[src/common/lpc_regs.svh]
// Register map, field layout, reset values and timing figures
// Assumes inclusion by bare name from design files
`ifndef LPC_REGS_SVH
`define LPC_REGS_SVH

// Register indices on the serial port
`define LPC_REG_PAIR_A_CURRENT 8'h00
`define LPC_REG_PAIR_B_CURRENT 8'h01
`define LPC_REG_PAIR_C_CURRENT 8'h02
`define LPC_REG_CHANNEL_ON_OFF 8'h03
`define LPC_REG_COUNT          4

// Field layout
`define LPC_CODE_MSB   5
`define LPC_USED_MASK  8'h3f
`define LPC_REG_RESET  8'h00

// Fixed 7-bit slave address 1100110
`define LPC_SLAVE_ADDR 7'h66

// Pump mode switch delay
`define LPC_SWITCH_DELAY_US 400
`define LPC_CLK_MHZ         125
`define LPC_SWITCH_DELAY_CYC (`LPC_SWITCH_DELAY_US * `LPC_CLK_MHZ)

`endif

[src/common/lpc_pkg.sv]
// Types shared by the LED pair current control block
// Assumes the constants of lpc_regs.svh
package lpc_pkg;

  typedef enum logic [2:0] {
    I2C_IDLE = 3'b000,
    I2C_RX   = 3'b001,
    I2C_ACK  = 3'b010,
    I2C_TX   = 3'b011,
    I2C_RACK = 3'b100
  } lpc_i2c_st_t;

  typedef enum logic [1:0] {
    KB_ADDR = 2'b00,
    KB_PTR  = 2'b01,
    KB_DATA = 2'b10
  } lpc_kind_t;

  typedef enum logic {
    PUMP_1X   = 1'b0,
    PUMP_1P5X = 1'b1
  } lpc_pump_t;

  typedef struct packed {
    logic [2:0]       scl_sy;
    logic [2:0]       sda_sy;
    logic [2:0]       en_sy;
    logic [2:0]       uv_sy;
    logic [2:0]       fail_sy;
    logic             scl;
    logic             sda;
    logic             en;
    logic             uv;
    logic             fail;
    lpc_i2c_st_t      st;
    lpc_kind_t        kind;
    logic             rw;
    logic [3:0]       bits;
    logic [7:0]       sh;
    logic [7:0]       ptr;
    logic [3:0][7:0]  regs;
    logic             restart;
    logic             sda_o;
    logic             sda_oe;
    logic [5:0]       sink_on;
    logic             sink_hiz;
  } lpc_state_t;

endpackage

[src/common/lpc_seq_if.sv]
// Link between the register side and the pump mode sequencer
// Assumes both ends share one clock
`timescale 1ns/1ps
`default_nettype none
interface lpc_seq_if;
  logic               ce;
  logic               restart;
  logic               fail;
  lpc_pkg::lpc_pump_t mode;

  modport ctrl (output ce, output restart, output fail, input mode);
  modport seq  (input ce, input restart, input fail, output mode);
endinterface
`default_nettype wire

[src/core/lpc_pump_seq.sv]
// Charge pump mode sequencer: 1x first, 1.5x after a held failure
// Assumes restart and fail are already synchronous to i_clk
`timescale 1ns/1ps
`default_nettype none
`include "lpc_regs.svh"
module lpc_pump_seq #(
  parameter int DELAY_CYC = `LPC_SWITCH_DELAY_CYC
) (
  // Clock and reset
  input wire logic   i_clk,
  input wire logic   i_nrst,
  // Sequencer link
  lpc_seq_if.seq     bus
);
  localparam int CW = $clog2(DELAY_CYC + 1);

  typedef struct packed {
    lpc_pkg::lpc_pump_t mode;
    logic [CW-1:0]      cnt;
  } lpc_seq_state_t;

  lpc_seq_state_t s;
  lpc_seq_state_t n;

  if (DELAY_CYC < 1) begin : g_chk
    $error("DELAY_CYC must be at least one cycle");
  end

  always_comb begin
    n = s;
    if (bus.restart) begin
      n.mode = lpc_pkg::PUMP_1X;
      n.cnt  = '0;
    end else if (s.mode == lpc_pkg::PUMP_1X) begin
      if (bus.fail) begin
        if (s.cnt == CW'(DELAY_CYC - 1)) begin
          n.mode = lpc_pkg::PUMP_1P5X;
          n.cnt  = '0;
        end else begin
          n.cnt = s.cnt + CW'(1);
        end
      end else begin
        n.cnt = '0;
      end
    end
  end

  always_ff @(posedge i_clk) begin
    if (!i_nrst) begin
      s <= '{mode: lpc_pkg::PUMP_1X, cnt: '0};
    end else if (bus.ce) begin
      s <= n;
    end
  end

  assign bus.mode = s.mode;

  property p_restart;
    @(posedge i_clk) disable iff (!i_nrst)
      (bus.ce && bus.restart) |=> (s.mode == lpc_pkg::PUMP_1X && s.cnt == '0);
  endproperty
  restart_to_1x_a :
    assert property (p_restart) else $error("restart did not return to 1x");

  switch_delay_a :
    assert property (@(posedge i_clk) disable iff (!i_nrst)
      $rose(s.mode) |-> $past(s.cnt) == CW'(DELAY_CYC - 1) && $past(bus.fail))
    else $error("1.5x entered before the full delay");

  stay_1x_a :
    assert property (@(posedge i_clk) disable iff (!i_nrst)
      (bus.ce && !bus.fail && s.mode == lpc_pkg::PUMP_1X) |=>
        s.mode == lpc_pkg::PUMP_1X)
    else $error("left 1x while regulation held");

  power_up_1x_a :
    assert property (@(posedge i_clk) !i_nrst |=> s.mode == lpc_pkg::PUMP_1X)
    else $error("pump not in 1x after reset");
endmodule
`default_nettype wire

[src/core/lpc_top.sv]
// LED pair current control: serial register port, enable, lockout
// Assumes raw pins on i_scl, i_sda, i_en, i_supply_undervoltage_lockout, i_reg_fail
//
// How it works
// - Undervoltage lockout forces all six channels off.
// - Leaving shutdown keeps all channel currents at zero until programmed.
// - Enable held low keeps the device in shutdown.
// - Shutdown puts every sink output in high impedance, zero current.
// - Master writes and reads back all four registers over the bus.
// - Power-up starts the pump in 1x mode.
// - Pump stays in 1x while regulation holds.
// - Failing regulation in 1x switches to 1.5x after 400 us.
// - Power-up, shutdown exit and channel writes restart the mode sequence.
// - Each channel register write reselects the most efficient pump mode.
// - Configuration lives in four 8-bit registers.
// - Addresses 0,1,2 are pair A,B,C currents; 3 is channel on/off.
// - On/off bits 5..0 switch C2,C1,B2,B1,A2,A1; one means on.
// - Bits 7 and 6 of every register are unused.
// - Pair code in bits 5:0 selects 0.5 mA times code plus one.
// - Device answers only to slave address 1100110.
`timescale 1ns/1ps
`default_nettype none
`include "lpc_regs.svh"
module lpc_top #(
  parameter int SWITCH_DELAY_CYC = `LPC_SWITCH_DELAY_CYC
) (
  // Clock, reset, clock enable
  input  wire logic                i_clk,
  input  wire logic                i_nrst,
  input  wire logic                i_ce,
  // Serial register port
  input  wire logic                i_scl,
  input  wire logic                i_sda,
  output logic                     o_sda_o,
  output logic                     o_sda_oe,
  // Enable pin and analog status
  input  wire logic                i_en,
  input  wire logic                i_supply_undervoltage_lockout,
  input  wire logic                i_reg_fail,
  // Channel sink control
  output logic [5:0]               o_sink_on,
  output logic                     o_sink_hiz,
  output logic [`LPC_CODE_MSB:0]   o_pair_a_code,
  output logic [`LPC_CODE_MSB:0]   o_pair_b_code,
  output logic [`LPC_CODE_MSB:0]   o_pair_c_code,
  output lpc_pkg::lpc_pump_t       o_pump_mode
);
  lpc_pkg::lpc_state_t s;
  lpc_pkg::lpc_state_t n;
  logic                start;
  logic                stop;
  logic                rise;
  logic                fall;
  logic [7:0]          rd_data;

  lpc_seq_if seq_bus ();

  if (SWITCH_DELAY_CYC < 1) begin : g_chk
    $error("SWITCH_DELAY_CYC must be at least one cycle");
  end

  // Change accepted once second and third stages agree
  function automatic logic filt(input logic [2:0] sy, input logic cur);
    filt = (sy[1] == sy[2]) ? sy[2] : cur;
  endfunction

  function automatic logic [7:0] reg_read(input logic [3:0][7:0] regs,
                                          input logic [7:0] ptr);
    if (ptr < 8'(`LPC_REG_COUNT)) begin
      reg_read = regs[ptr[1:0]];
    end else begin
      reg_read = 8'h00;
    end
  endfunction

  always_comb begin
    n         = s;
    n.restart = 1'b0;
    n.sda_o   = 1'b0;
    n.scl_sy  = {s.scl_sy[1:0], i_scl};
    n.sda_sy  = {s.sda_sy[1:0], i_sda};
    n.en_sy   = {s.en_sy[1:0], i_en};
    n.uv_sy   = {s.uv_sy[1:0], i_supply_undervoltage_lockout};
    n.fail_sy = {s.fail_sy[1:0], i_reg_fail};
    n.scl     = filt(s.scl_sy, s.scl);
    n.sda     = filt(s.sda_sy, s.sda);
    n.en      = filt(s.en_sy, s.en);
    n.uv      = filt(s.uv_sy, s.uv);
    n.fail    = filt(s.fail_sy, s.fail);
    start     = s.scl && n.scl && s.sda && !n.sda;
    stop      = s.scl && n.scl && !s.sda && n.sda;
    rise      = !s.scl && n.scl;
    fall      = s.scl && !n.scl;
    rd_data   = reg_read(s.regs, s.ptr);
    if (!n.en) begin
      n.regs   = '0;
      n.st     = lpc_pkg::I2C_IDLE;
      n.sda_oe = 1'b0;
    end else if (start) begin
      // Also a repeated start after the pointer byte
      n.st     = lpc_pkg::I2C_RX;
      n.kind   = lpc_pkg::KB_ADDR;
      n.bits   = 4'h0;
      n.sda_oe = 1'b0;
    end else if (stop) begin
      n.st     = lpc_pkg::I2C_IDLE;
      n.sda_oe = 1'b0;
    end else begin
      unique case (s.st)
        lpc_pkg::I2C_IDLE: begin
        end
        lpc_pkg::I2C_RX: begin
          if (rise && s.bits != 4'h8) begin
            n.sh   = {s.sh[6:0], n.sda};
            n.bits = s.bits + 4'h1;
          end else if (fall && s.bits == 4'h8) begin
            n.st     = lpc_pkg::I2C_ACK;
            n.sda_oe = 1'b1;
            unique case (s.kind)
              lpc_pkg::KB_ADDR: begin
                n.rw = s.sh[0];
                if (s.sh[7:1] != `LPC_SLAVE_ADDR) begin
                  n.st     = lpc_pkg::I2C_IDLE;
                  n.sda_oe = 1'b0;
                end
              end
              lpc_pkg::KB_PTR: begin
                n.ptr  = s.sh;
                n.kind = lpc_pkg::KB_DATA;
              end
              default: begin
                if (s.ptr < 8'(`LPC_REG_COUNT)) begin
                  // Bits 7:6 are dropped and read back as zero
                  n.regs[s.ptr[1:0]] = s.sh & `LPC_USED_MASK;
                end
                if (s.ptr == `LPC_REG_CHANNEL_ON_OFF) begin
                  n.restart = 1'b1;
                end
                n.ptr = s.ptr + 8'h01;
              end
            endcase
          end
        end
        lpc_pkg::I2C_ACK: begin
          if (fall) begin
            n.bits   = 4'h0;
            n.sda_oe = 1'b0;
            n.st     = lpc_pkg::I2C_RX;
            if (s.kind == lpc_pkg::KB_ADDR && s.rw) begin
              n.st     = lpc_pkg::I2C_TX;
              n.sh     = rd_data;
              n.sda_oe = !rd_data[7];
              n.ptr    = s.ptr + 8'h01;
            end else if (s.kind == lpc_pkg::KB_ADDR) begin
              n.kind = lpc_pkg::KB_PTR;
            end
          end
        end
        lpc_pkg::I2C_TX: begin
          if (rise) begin
            n.bits = s.bits + 4'h1;
          end else if (fall && s.bits == 4'h8) begin
            n.sda_oe = 1'b0;
            n.st     = lpc_pkg::I2C_RACK;
          end else if (fall) begin
            n.sh     = {s.sh[6:0], 1'b0};
            n.sda_oe = !s.sh[6];
          end
        end
        lpc_pkg::I2C_RACK: begin
          if (rise && n.sda) begin
            n.st = lpc_pkg::I2C_IDLE;
          end else if (fall) begin
            n.st     = lpc_pkg::I2C_TX;
            n.bits   = 4'h0;
            n.sh     = rd_data;
            n.sda_oe = !rd_data[7];
            n.ptr    = s.ptr + 8'h01;
          end
        end
        default: begin
          n.st     = lpc_pkg::I2C_IDLE;
          n.sda_oe = 1'b0;
        end
      endcase
    end
    if (n.en && !s.en) begin
      n.restart = 1'b1;
    end
    n.sink_hiz = !n.en;
    if (n.en && !n.uv) begin
      n.sink_on = n.regs[3][5:0];
    end else begin
      n.sink_on = 6'h00;
    end
  end

  always_ff @(posedge i_clk) begin
    if (!i_nrst) begin
      s          <= '0;
      s.scl_sy   <= 3'h7;
      s.sda_sy   <= 3'h7;
      s.scl      <= 1'b1;
      s.sda      <= 1'b1;
      s.sink_hiz <= 1'b1;
    end else if (i_ce) begin
      s <= n;
    end
  end

  assign seq_bus.ce      = i_ce;
  assign seq_bus.restart = s.restart;
  assign seq_bus.fail    = s.fail;

  lpc_pump_seq #(
    .DELAY_CYC (SWITCH_DELAY_CYC)
  ) u_seq (
    .i_clk  (i_clk),
    .i_nrst (i_nrst),
    .bus    (seq_bus.seq)
  );

  // Pair codes select 0.5 mA times code plus one
  assign o_pair_a_code = s.regs[0][`LPC_CODE_MSB:0];
  assign o_pair_b_code = s.regs[1][`LPC_CODE_MSB:0];
  assign o_pair_c_code = s.regs[2][`LPC_CODE_MSB:0];
  assign o_sink_on     = s.sink_on;
  assign o_sink_hiz    = s.sink_hiz;
  assign o_sda_o       = s.sda_o;
  assign o_sda_oe      = s.sda_oe;
  assign o_pump_mode   = seq_bus.mode;

  supply_undervoltage_lockout_off_a :
    assert property (@(posedge i_clk) disable iff (!i_nrst)
      s.uv |-> o_sink_on == 6'h00)
    else $error("channel on during undervoltage");

  shutdown_clear_a :
    assert property (@(posedge i_clk) disable iff (!i_nrst)
      !s.en |-> s.regs == '0 && o_sink_hiz && o_sink_on == 6'h00)
    else $error("state not cleared in shutdown");

  wake_zero_a :
    assert property (@(posedge i_clk) disable iff (!i_nrst)
      $rose(s.en) |-> s.regs == '0 && s.restart)
    else $error("enable rise without zero currents and restart");

  on_off_map_a :
    assert property (@(posedge i_clk) disable iff (!i_nrst)
      (s.en && !s.uv) |-> o_sink_on == s.regs[3][5:0] && !o_sink_hiz)
    else $error("sink enables do not follow on/off register");

  unused_bits_a :
    assert property (@(posedge i_clk) disable iff (!i_nrst)
      (s.regs[0][7:6] | s.regs[1][7:6] | s.regs[2][7:6]
       | s.regs[3][7:6]) == 2'b00)
    else $error("unused bits stored");

  write_store_a :
    assert property (@(posedge i_clk) disable iff (!i_nrst)
      (i_ce && n.en && !start && !stop && s.st == lpc_pkg::I2C_RX
       && s.kind == lpc_pkg::KB_DATA && fall && s.bits == 4'h8
       && s.ptr < 8'h04)
      |=> s.regs[$past(s.ptr[1:0])] == ($past(s.sh) & 8'h3f))
    else $error("write did not reach addressed register");

  on_off_restart_a :
    assert property (@(posedge i_clk) disable iff (!i_nrst)
      (i_ce && n.en && !start && !stop && s.st == lpc_pkg::I2C_RX
       && s.kind == lpc_pkg::KB_DATA && fall && s.bits == 4'h8
       && s.ptr == 8'h03) |=> s.restart ##1 o_pump_mode == lpc_pkg::PUMP_1X)
    else $error("channel write did not restart pump sequence");

  addr_match_a :
    assert property (@(posedge i_clk) disable iff (!i_nrst)
      (s.st == lpc_pkg::I2C_ACK && s.kind == lpc_pkg::KB_ADDR)
      |-> s.sh[7:1] == 7'h66)
    else $error("acknowledged a foreign address");
endmodule
`default_nettype wire

[config.mk]
export PLATFORM = sky130hd
export DESIGN_NAME = lpc_top
export DESIGN_NICKNAME = d
export VERILOG_FILES = /design/src/common/lpc_pkg.sv /design/src/common/lpc_seq_if.sv /design/src/core/lpc_pump_seq.sv /design/src/core/lpc_top.sv
export VERILOG_INCLUDE_DIRS = /design/src /design/src/common
export SDC_FILE = /design/constraint.sdc
export NUM_CORES = 1
export LEC_CHECK = 0
export BUFFER_PORTS_ARGS = -buffer_cell sky130_fd_sc_hd__buf_2
export CORE_MARGIN = 4
export CORE_UTILIZATION = 35
export DETAILED_ROUTE_END_ITERATION = 8
export HOLD_SLACK_MARGIN = 0.05
export SLEW_MARGIN = 20
export SYNTH_ARGS = -nofsm -noshare
export SYNTH_HDL_FRONTEND = slang
export SYNTH_HIERARCHICAL = 1
export SYNTH_SLANG_ARGS = --single-unit
[constraint.sdc]
create_clock -name i_clk -period 2.1 [get_ports i_clk]
set_input_delay 0.315 -clock i_clk [delete_from_list [all_inputs] [get_ports i_clk]]
set_output_delay 0.315 -clock i_clk [all_outputs]
set_load 0.1 [all_outputs]
-- Yosys cells after proc, flatten, opt, wreduce, memory -nomap -nowiden
Cells that the tools add are included.
- bits in registers: 104
- output and inout bits: 28
- order comparisons: 3
- equality and inequality tests: 51
- reduce and logical (&&, ||, !) cells: 40
- muxes and demuxes: 90
- bitwise gates (word level): 2
- add/subtract/negate cells: 3
- operators with widths (kind ; number):
    $mux W41 ; 5
    $mux W20 ; 9
    $mux W33 ; 3
    $mux W32 ; 2
    $mux W56 ; 1
    $ne A5 B5 Y1 const B ; 10
    $mux W16 ; 3
    $mux W8 ; 6
    $pmux W12 S4 ; 1
    $mux W6 ; 7
    $ne A4 B4 Y1 const B ; 9
    $mux W17 ; 2
    $bwmux W32 ; 1
    $mux W1 ; 25
    $pmux W8 S3 ; 1
    $reduce_and A8 Y1 ; 3
    $ne A2 B2 Y1 const B ; 10
    $mux W3 ; 6
    $reduce_and A9 Y1 ; 2
    $add A16 B1 Y16 const B ; 1
    $bmux W8 S2 ; 1
    $demux W8 S2 ; 1
    $eq A16 B16 Y1 const B ; 1
    $pmux W8 S2 ; 1
    other kinds (37) ; 78

-- Longest topological paths before layout
Gate-level depths: netlist of run 1.
- depth in word-level cells: 17
- gate-level depth with buffers: 11
- depth with buffers taken out: 8

-- Cells and area by module
The synthesis of run 1 kept the hierarchy.
- modules (own cells, without submodules) (module ; cells each ; instances ; area an instance (µm²) ; seq. area each (µm²)):
    lpc_top ; 489 ; 1 ; 4325.4 ; 1581.5
    lpc_pump_seq ; 131 ; 1 ; 1087.3 ; 340.3

-- Worst setup path before layout of run 1
Ideal clock, no wire load.
- path type: register to register
- from: reg s[46] (netlist bit)
- to: reg s[34] (netlist bit)
- arrival: 2.093 ns
- setup slack: -0.054 ns
- setup time: 0.061 ns
- stages on the path, launching flop included: 10
- buffers on the path: 3
- clock period less this slack: 2.154 ns
- cells stage by stage: dfxtp_1 or4_1 nor3_4 and4_1 buf_4 and3_1 buf_6 and2_4 buf_6 a32o_1
- word-level cells in the longest chain between the ends: 12
- ends and longest elaborated chain (what ; RTL line ; source):
    from (decl) ; lpc_top.sv:48 ; lpc_pkg::lpc_state_t s;
    from (signal assigned) ; lpc_top.sv:207 ; s <= n;
    $lt A8 B3 Y1 ; lpc_top.sv:132 ; if (s.ptr < 8'(`LPC_REG_COUNT)) begin
    $mux W32 ; lpc_top.sv:132 ;
    $mux W33 ; lpc_top.sv:119 ; unique case (s.kind)
    $mux W41 ; lpc_top.sv:116 ; end else if (fall && s.bits == 4'h8) begin
    $mux W41 ; lpc_top.sv:113 ; if (rise && s.bits != 4'h8) begin
    $mux W41 ; lpc_top.sv:105 ; end else if (stop) begin
    $mux W41 ; lpc_top.sv:99 ; end else if (start) begin
    $mux W41 ; lpc_top.sv:95 ; if (!n.en) begin
    $mux W33 ; lpc_top.sv:109 ; unique case (s.st)
    $mux W56 ; lpc_top.sv:105 ;
    $mux W33 ; lpc_top.sv:99 ;
    $mux W32 ; lpc_top.sv:95 ;
Every way passes these cells. The select of a mux whose other input is x is not followed.
A chain may end at the register's enable or synchronous reset.

-- Worst setup path after layout of run 1
- from: reg s, in the netlist n[84]
- to: reg s[42] (netlist bit)
- word-level cells in the longest chain between the ends: 6
- elaborated cells between the ends (all ways): 16
- classes of those cells: eq/ne: 8; mux: 1; bitwise: 2; reduce/logical: 5
- ends and longest elaborated chain (what ; RTL line ; source):
    $eq A1 B1 Y1 * ; lpc_top.sv:64 ; filt = (sy[1] == sy[2]) ? sy[2] : cur;
    $mux W1 * ; lpc_top.sv:64 ;
    $logic_not A1 Y1 ; lpc_top.sv:90 ; start = s.scl && n.scl && s.sda && !n.sda;
    $logic_and A1 B1 Y1 ; lpc_top.sv:90 ;
    $ne A5 B5 Y1 (no source line) / $not A1 Y1 (equally long branches) ; -- ;
    $reduce_and A12 Y1 (no source line) * ; -- ;
Every way passes the cells marked *; elsewhere a longest branch is shown, timed or not.

==> Flow_metrics.wiki, run 1 <==
{| class="wikitable"
! Metric !! Value
|-
| Wirelength per Cell || 17.5 um
|-
| Most common cell in the netlist || sky130_fd_sc_hd__dfxtp_1
|-
| Port-buffer cells || 34
|-
| HPWL after detailed placement || roughly 11 mm
|-
| Total Negative Setup Slacks || -0.125 ns
|-
| Final-layout fill cell count || around 1,500
|-
| DR iter-0 viols || 459
|-
| Count of flip-flops with a built-in enable after synthesis || 0
|-
| Worst relative slew slack || 0.579
|-
| Seq cells post-synth || 96
|-
| Max-cap violation count || 0
|-
| Number of distinct standard cells referenced by the synthesized netlist || around 80
|-
| Minimum clock period after layout || 2.16 ns
|-
| Highest fanout seen on the critical path || 6
|-
| Largest net degree at the start of global routing || 42
|-
| Cell at the root of the clock tree || sky130_fd_sc_hd__clkbuf_16
|-
| Worst ir drop on vdd || 0.420 mV
|-
| Core area || 15,200 um2
|-
| Post-CTS Hold Buffers || 0
|-
| Critical path arrival || 2.40 ns
|-
| Global routing met2 resource utilization || 0.266
|-
| Library cell occupying the most area in the post-synthesis netlist || sky130_fd_sc_hd__dfxtp_1
|-
| Final-report setup violation count || 5
|-
| Global-route total usage across every layer || 0.173
|-
| Cell types occupying the most area after synthesis || sky130_fd_sc_hd__dfxtp_1, sky130_fd_sc_hd__mux2i_1, sky130_fd_sc_hd__nand2_1
|-
| YS warnings || 6
|-
| Proportion of synthesized chip area in sequential cells || 0.355
|-
| Post-Synthesis Cells || 620
|-
| Global route total overflow || 0
|-
| Vias after detailed routing || 4,996
|-
| Reported leakage power || roughly 2.5 nW
|-
| Synth Cell Area || 5410 um2
|-
| Critical path's top delay family || simple AND/OR/NAND/NOR gates
|-
| Number of non-filler instances in the completed layout || 876
|-
| Crit share post-route || 1.03
|-
| Cell types with the highest counts after synthesis || sky130_fd_sc_hd__dfxtp_1, sky130_fd_sc_hd__nand2_1, sky130_fd_sc_hd__nor2_1
|-
| Worst hold slack || about 0.18 ns
|-
| Nets@finish || roughly 700
|-
| Sum of buffers and inverters on the critical path || 2
|-
| Fin. max-slew vios || 0
|-
| Ports placed on the boundary || 36
|-
| Highest Clock Rate || 463 MHz
|-
| Met3 Resource Use GR || 0.0378
|-
| Instance count after placement with tap cells included || 844
|-
| Maximum clock path buffer count || 2
|-
| Antenna diode instance count || 0
|-
| Number of clock buffers inserted by TritonCTS || 9
|-
| Avg Synthesized Cell Area || a little under 9 um2
|-
| Ratio of routed vias to standard cells || 5.70
|-
| GRT busiest layer || met2
|-
| Global-route wire length before repair || 24.9 mm
|-
| Worst min-delay path category || input pin to flip-flop
|-
| Data required time at the worst endpoint || 2.34 ns
|-
| Wire length reported by the detailed router || 15.3 mm
|-
| Status || finished with violations
|-
| DIE AREA || 17,500 um2
|-
| Capturing element type of the critical path || flip-flop
|-
| Via count of the first global-routing pass || 4,754
|-
| Transition time at the pin with the least slew margin || approximately 0.63 ns
|-
| DRC viols || 0
|-
| Share of synthesized flip-flops with an asynchronous set or reset || 0
|-
| Max stage delay on crit path || 0.40 ns
|-
| Post-synth top flop || sky130_fd_sc_hd__dfxtp_1
|-
| Post-synthesis to final-layout area growth || 23.3%
|-
| Final weighted congestion in routability-driven placement || 0.906
|-
| Hold violation count in the final report || 0
|-
| Setup Skew || 0.00513 ns
|-
| Crit Path Class || flip-flop to flip-flop
|-
| Violations in the final reports || negative setup slack
|-
| Number of nets in the synthesized netlist || 635
|-
| Number of antenna violations at the first check in global routing || 0
|-
| RSZ-0062 raised after global routing || yes
|-
| CTS tree || yes
|-
| CTS H-tree lvls || 3
|-
| Horizontal die dimension || 132 um
|-
| GR met1 Demand/Resource || 0.241
|-
| Pwr dens || 548 nW/um2
|-
| Count of standard-cell rows || 45
|-
| Clk_lat worst skew || 0.35 ns
|-
| Layout cells sized above 1 || 0.297
|-
| Starting density of the core || 0.356
|-
| Cell Chain, Critical Path || or3b_4 > a21o_1 > a221o_1 > nor4_4 > buf_12 > buf_6 > mux2i_1 > a21oi_1
|-
| Antenna-violating nets left || 0
|-
| Worst-path clk slew || 0.07 ns
|-
| Worst-case setup margin in the final layout || -0.0607 ns
|-
| Slowest library cell on the worst path || sky130_fd_sc_hd__or3b_4
|-
| Number of optimization iterations in the first detailed-route pass || 5
|-
| Die extent in y || 132 um
|-
| Sinks on Clock Net || 96
|-
| Sort of element at the start of the critical path || flip-flop
|-
| Area share of the largest cell type after synthesis || 0.355
|}
-- state kept, by name (all words and copies together), names as in the netlist, 6 cells and up --
signal,cells
s,41
u_seq/s,16
n,10
o_pair_a_code,6
o_pair_b_code,6
o_pair_c_code,6
o_sink_on,6
-- worst paths after layout --
kind	cells after the start	endpoint	slack, ns	start
worst max-delay path	8	s[42]$_SDFFE_PN0P_	-0.06	n[84]$_SDFFE_PN1P_
worst min-delay path	3	n[86]$_SDFFE_PN1P_	0.18	i_scl
worst max register to register	8	s[42]$_SDFFE_PN0P_	-0.06	n[84]$_SDFFE_PN1P_
worst min register to register	2	o_sink_on[4]$_SDFFE_PN0P_	0.45	o_sink_on[4]$_SDFFE_PN0P_
-- per-stage QoR --
step           instance area [um2]  setup WS [ns]   util  total power [W]
2_1_floorplan                 5420        -0.0279      -          0.00197
3_3_place_gp                  5980        -0.0563  0.393          0.00202
3_5_place_dp                  5980        -0.0851  0.393          0.00202
4_1_cts                       6470         -0.107  0.426          0.00369
5_1_grt                       6670         -0.137  0.439          0.00378
6_report                      6670        -0.0607  0.439          0.00366
-- cell usage in the layout (no fill, tap or decap), types with 7 or more instances in the layout --
| master | n |
|---|---|
| sky130_fd_sc_hd__a21oi_1 | 28 |
| sky130_fd_sc_hd__buf_4 | 65 |
| sky130_fd_sc_hd__o21ai_1 | 9 |
| sky130_fd_sc_hd__nand3_1 | 29 |
| sky130_fd_sc_hd__nor3_1 | 10 |
| sky130_fd_sc_hd__ha_1 | 7 |
| sky130_fd_sc_hd__buf_6 | 13 |
| sky130_fd_sc_hd__nand4_1 | 10 |
| sky130_fd_sc_hd__nor2_1 | 42 |
| sky130_fd_sc_hd__and3_1 | 7 |
| sky130_fd_sc_hd__a21o_1 | 7 |
| sky130_fd_sc_hd__mux2i_1 | 37 |
| sky130_fd_sc_hd__clkbuf_16 | 9 |
| sky130_fd_sc_hd__o21ai_0 | 13 |
| sky130_fd_sc_hd__dfxtp_2 | 8 |
| sky130_fd_sc_hd__buf_2 | 34 |
| sky130_fd_sc_hd__dfxtp_1 | 86 |
| sky130_fd_sc_hd__a32o_1 | 22 |
| sky130_fd_sc_hd__nand2_1 | 77 |
| sky130_fd_sc_hd__inv_1 | 10 |
-- kinds of logic after synthesis --
| logic type | count (synthesis) | share of synthesized area |
|---|---|---|
| compound gates | 146 | 0.198 |
| fa+ha+maj | 9 | 0.0199 |
| simple gates | 245 | 0.246 |
| xor+xnor | 6 | 0.00971 |
| buf+inv | 72 | 0.0737 |
| other cells | 1 | 0.000693 |
| flops | 96 | 0.355 |
| mux | 45 | 0.0971 |
-- metal layers --
layer	vias to the layer above	wire, um
met2	133	7120
li1	2401	-
met1	2435	7300
met4	0	274
met5	-	0
met3	27	632
-- timing repair --
action,4_1_cts,5_1_grt
pin swaps,11,31
buffers inserted,12,6
gates resized for setup,28,53
setup endpoints to repair,24,56
-- area by class of cell --
| class | instances | area (um2) | share of cell area |
|---|---|---|---|
| Multi-Input combinational cell | 452 | 3320 | 0.498 |
| Tap cell | 188 | 235 | 0.0352 |
| Clock buffer | 9 | 225 | 0.0337 |
| Clock inverter | 7 | 71.3 | 0.0107 |
| Sequential cell | 96 | 1940 | 0.291 |
| Timing Repair Buffer | 114 | 845 | 0.127 |
| Inverter | 10 | 37.5 | 0.00562 |
-- power breakdown --
group	switching [W]	internal, W
clock network	0.000740	0.000925
logic	0.000106	0.0000497
registers	0.00000822	0.00183
total	0.000854	0.00280
-- worst min-delay path: cells and delay by family --
| family | cells | cell delay [ns] |
|---|---|---|
| buffers and inverters | 1 | 0.08 |
| muxes | 1 | 0.05 |
| and+or+nand+nor | 1 | 0.05 |
(Power assumes the default switching activity.)
==> run 2, diff against run 1 <==
--- a/config.mk
+++ b/config.mk
@@ -9,7 +9,9 @@
 export BUFFER_PORTS_ARGS = -buffer_cell sky130_fd_sc_hd__buf_2
 export CORE_MARGIN = 4
 export CORE_UTILIZATION = 35
+export CTS_BUF_LIST = sky130_fd_sc_hd__clkbuf_4
 export DETAILED_ROUTE_END_ITERATION = 8
+export GPL_ROUTABILITY_DRIVEN = 1
 export HOLD_SLACK_MARGIN = 0.05
 export SLEW_MARGIN = 20
 export SYNTH_ARGS = -nofsm -noshare
==> Flow_metrics.wiki, run 2 (synthesis results as in run 1) <==
{| class="wikitable"
! Metric !! Value
|-
| Critical path arrival || 2.51 ns
|-
| Global-route total usage across every layer || 0.172
|-
| Port-buffer cells || 34
|-
| Antenna-violating nets left || 0
|-
| Crit Path Class || flip-flop to flip-flop
|-
| Global route total overflow || 0
|-
| Status || finished with violations
|-
| Layout cells sized above 1 || 0.290
|-
| Highest Clock Rate || 469 MHz
|-
| Relative contribution of combinational cells to total power || 0.052
|-
| Final-report setup violation count || 4
|-
| Starting density of the core || 0.356
|-
| HPWL after detailed placement || 10.8 mm
|-
| Largest net degree at the start of global routing || 42
|-
| Worst min-delay path category || input pin to flip-flop
|-
| Ratio of routed vias to standard cells || 5.68
|-
| Data required time at the worst endpoint || 2.48 ns
|-
| CTS H-tree lvls || 3
|-
| Wire length reported by the detailed router || about 15 mm
|-
| Clk_lat worst skew || between 0.4 and 0.5 ns
|-
| DR iter-0 viols || roughly 440
|-
| Largest register by flop count || s
|-
| Net switching power || 0.000768 W
|-
| Number of optimization iterations in the first detailed-route pass || 5
|-
| Power share of the sequential group || 0.609
|-
| Max reg flops || 41
|-
| Count of standard-cell rows || 45
|-
| Fraction of power spent switching nets || 0.254
|-
| Sort of element at the start of the critical path || flip-flop
|-
| Capturing element type of the critical path || flip-flop
|-
| Antenna diode instance count || 0
|-
| RSZ-0062 raised after global routing || yes
|-
| Multi-input logic area || 3260 um2
|-
| Number of clock buffers inserted by TritonCTS || 9
|-
| DIE AREA || ~18,000 um2
|-
| Reported leakage power || between 2 and 2.5 nW
|-
| Highest fanout seen on the critical path || 8
|-
| Minimum clock period after layout || 2.13 ns
|-
| Ports placed on the boundary || 36
|-
| Transition time at the pin with the least slew margin || slightly above 0.5 ns
|-
| Part of the total power dissipated in the clock network || 0.338
|-
| Crit share post-route || 1.02
|-
| Seq. cell area || 1940 um2
|-
| Final-layout fill cell count || 1,494
|-
| Horizontal die dimension || 132 um
|-
| Sinks on Clock Net || between 90 and 100
|-
| Number of antenna violations at the first check in global routing || 0
|-
| Final weighted congestion in routability-driven placement || 0.906
|-
| Worst-path clk slew || 0.15 ns
|-
| DRC viols || 0
|-
| Wirelength per Cell || 17.2 um
|-
| Setup Skew || 0.0168 ns
|-
| Pwr dens || 463 nW/um2
|-
| Die extent in y || about 130 um
|-
| Violations in the final reports || negative setup slack
|-
| Hold violation count in the final report || 0
|-
| CTS tree || yes
|-
| Commonest cells after routing, fill and taps aside || sky130_fd_sc_hd__dfxtp_1, sky130_fd_sc_hd__nand2_1, sky130_fd_sc_hd__buf_4
|-
| Worst-case setup margin in the final layout || -0.0328 ns
|-
| Global-route wire length before repair || 24.9 mm
|-
| Setup Slack @ Placement || -0.0851 ns
|-
| Nets@finish || ~700
|-
| Most common cell after layout, fill and taps aside || sky130_fd_sc_hd__dfxtp_1
|-
| Worst relative slew slack || 0.661
|-
| Core area || between 15,000 and 20,000 um2
|-
| Cell Int Power || 0.00225 W
|-
| Worst ir drop on vdd || 0.387 mV
|-
| Cell at the root of the clock tree || sky130_fd_sc_hd__clkbuf_4
|-
| Via count of the first global-routing pass || 4,731
|-
| Worst hold slack || approximately 0.084 ns
|-
| Max-cap violation count || 0
|-
| Maximum clock path buffer count || 2
|-
| Fin. max-slew vios || 0
|-
| Post-synthesis to final-layout area growth || 20.5%
|-
| Vias after detailed routing || roughly 5,000
|}
## run 2: worst max-delay path, stage by stage (launching register included)
cell	delay, ns
sky130_fd_sc_hd__dfxtp_2	0.35
sky130_fd_sc_hd__or3b_4	0.42
sky130_fd_sc_hd__a21o_1	0.19
sky130_fd_sc_hd__a221o_1	0.36
sky130_fd_sc_hd__nor4_4	0.15
sky130_fd_sc_hd__buf_6	0.17
sky130_fd_sc_hd__buf_12	0.13
sky130_fd_sc_hd__mux2i_1	0.18
sky130_fd_sc_hd__a21oi_1	0.08
## run 2: final timing paths
| kind | start | endpoint | slack [ns] | cells past startpoint |
|---|---|---|---|---|
| setup / recovery | s[84]$_SDFFE_PN1P_ | s[42]$_SDFFE_PN0P_ | -0.03 | 8 |
| hold / removal | i_reg_fail | n[74]$_SDFFE_PN0P_ | 0.08 | 3 |
| setup reg to reg | s[84]$_SDFFE_PN1P_ | s[42]$_SDFFE_PN0P_ | -0.03 | 8 |
| hold reg to reg | o_sink_on[4]$_SDFFE_PN0P_ | o_sink_on[4]$_SDFFE_PN0P_ | 0.46 | 2 |
## run 2: metal layers
| layer | vias to the layer above | track usage | part of all wire |
|---|---|---|---|
| met5 | - | 0 | 0 |
| met2 | 139 | 0.271 | 0.47 |
| met4 | 0 | 0.0393 | 0.014 |
| met3 | 26 | 0.0447 | 0.054 |
| li1 | 2401 | - | - |
| met1 | 2430 | 0.238 | 0.46 |
## run 2: what timing repair did
item | 4_1_cts | 5_1_grt
gates cloned | 1 | 0
hold buffers | 3 | 1
hold endpoints to repair | 3 | 1
setup endpoints to repair | 35 | 56
buffers inserted | 6 | 9
gates resized for setup | 21 | 45
pin swaps | 7 | 16
## run 2: final cells by class
type,count,area share
multi-input combinational,452,0.501
tap,188,0.0361
timing repair buffer,118,0.139
clock inverter,7,0.0109
sequential,96,0.297
clock buffer,9,0.0104
inverter,10,0.00576
## run 2: metrics by stage
stage	TNS [ns]	instances	power (W)	util	instance area [um2]
finish	-0.0896	880	0.00302	0.429	6520
global route	-3.20	880	0.00315	0.429	6520
CTS	-0.203	870	0.00305	0.413	6280
detailed placement	-0.526	844	0.00202	0.393	5980
global placement	-0.184	844	0.00202	0.393	5980
floorplan	-0.167	620	0.00197	-	5420
## run 2: power groups by stage
stage	combinational (W)	sequential, W	clock, W
4_1_cts	0.000150	0.00184	0.00106
2_1_floorplan	0.0000945	0.00188	0
5_1_grt	0.000173	0.00184	0.00114
3_3_place_gp	0.000139	0.00188	0
3_5_place_dp	0.000141	0.00188	0
6_report	0.000158	0.00184	0.00102
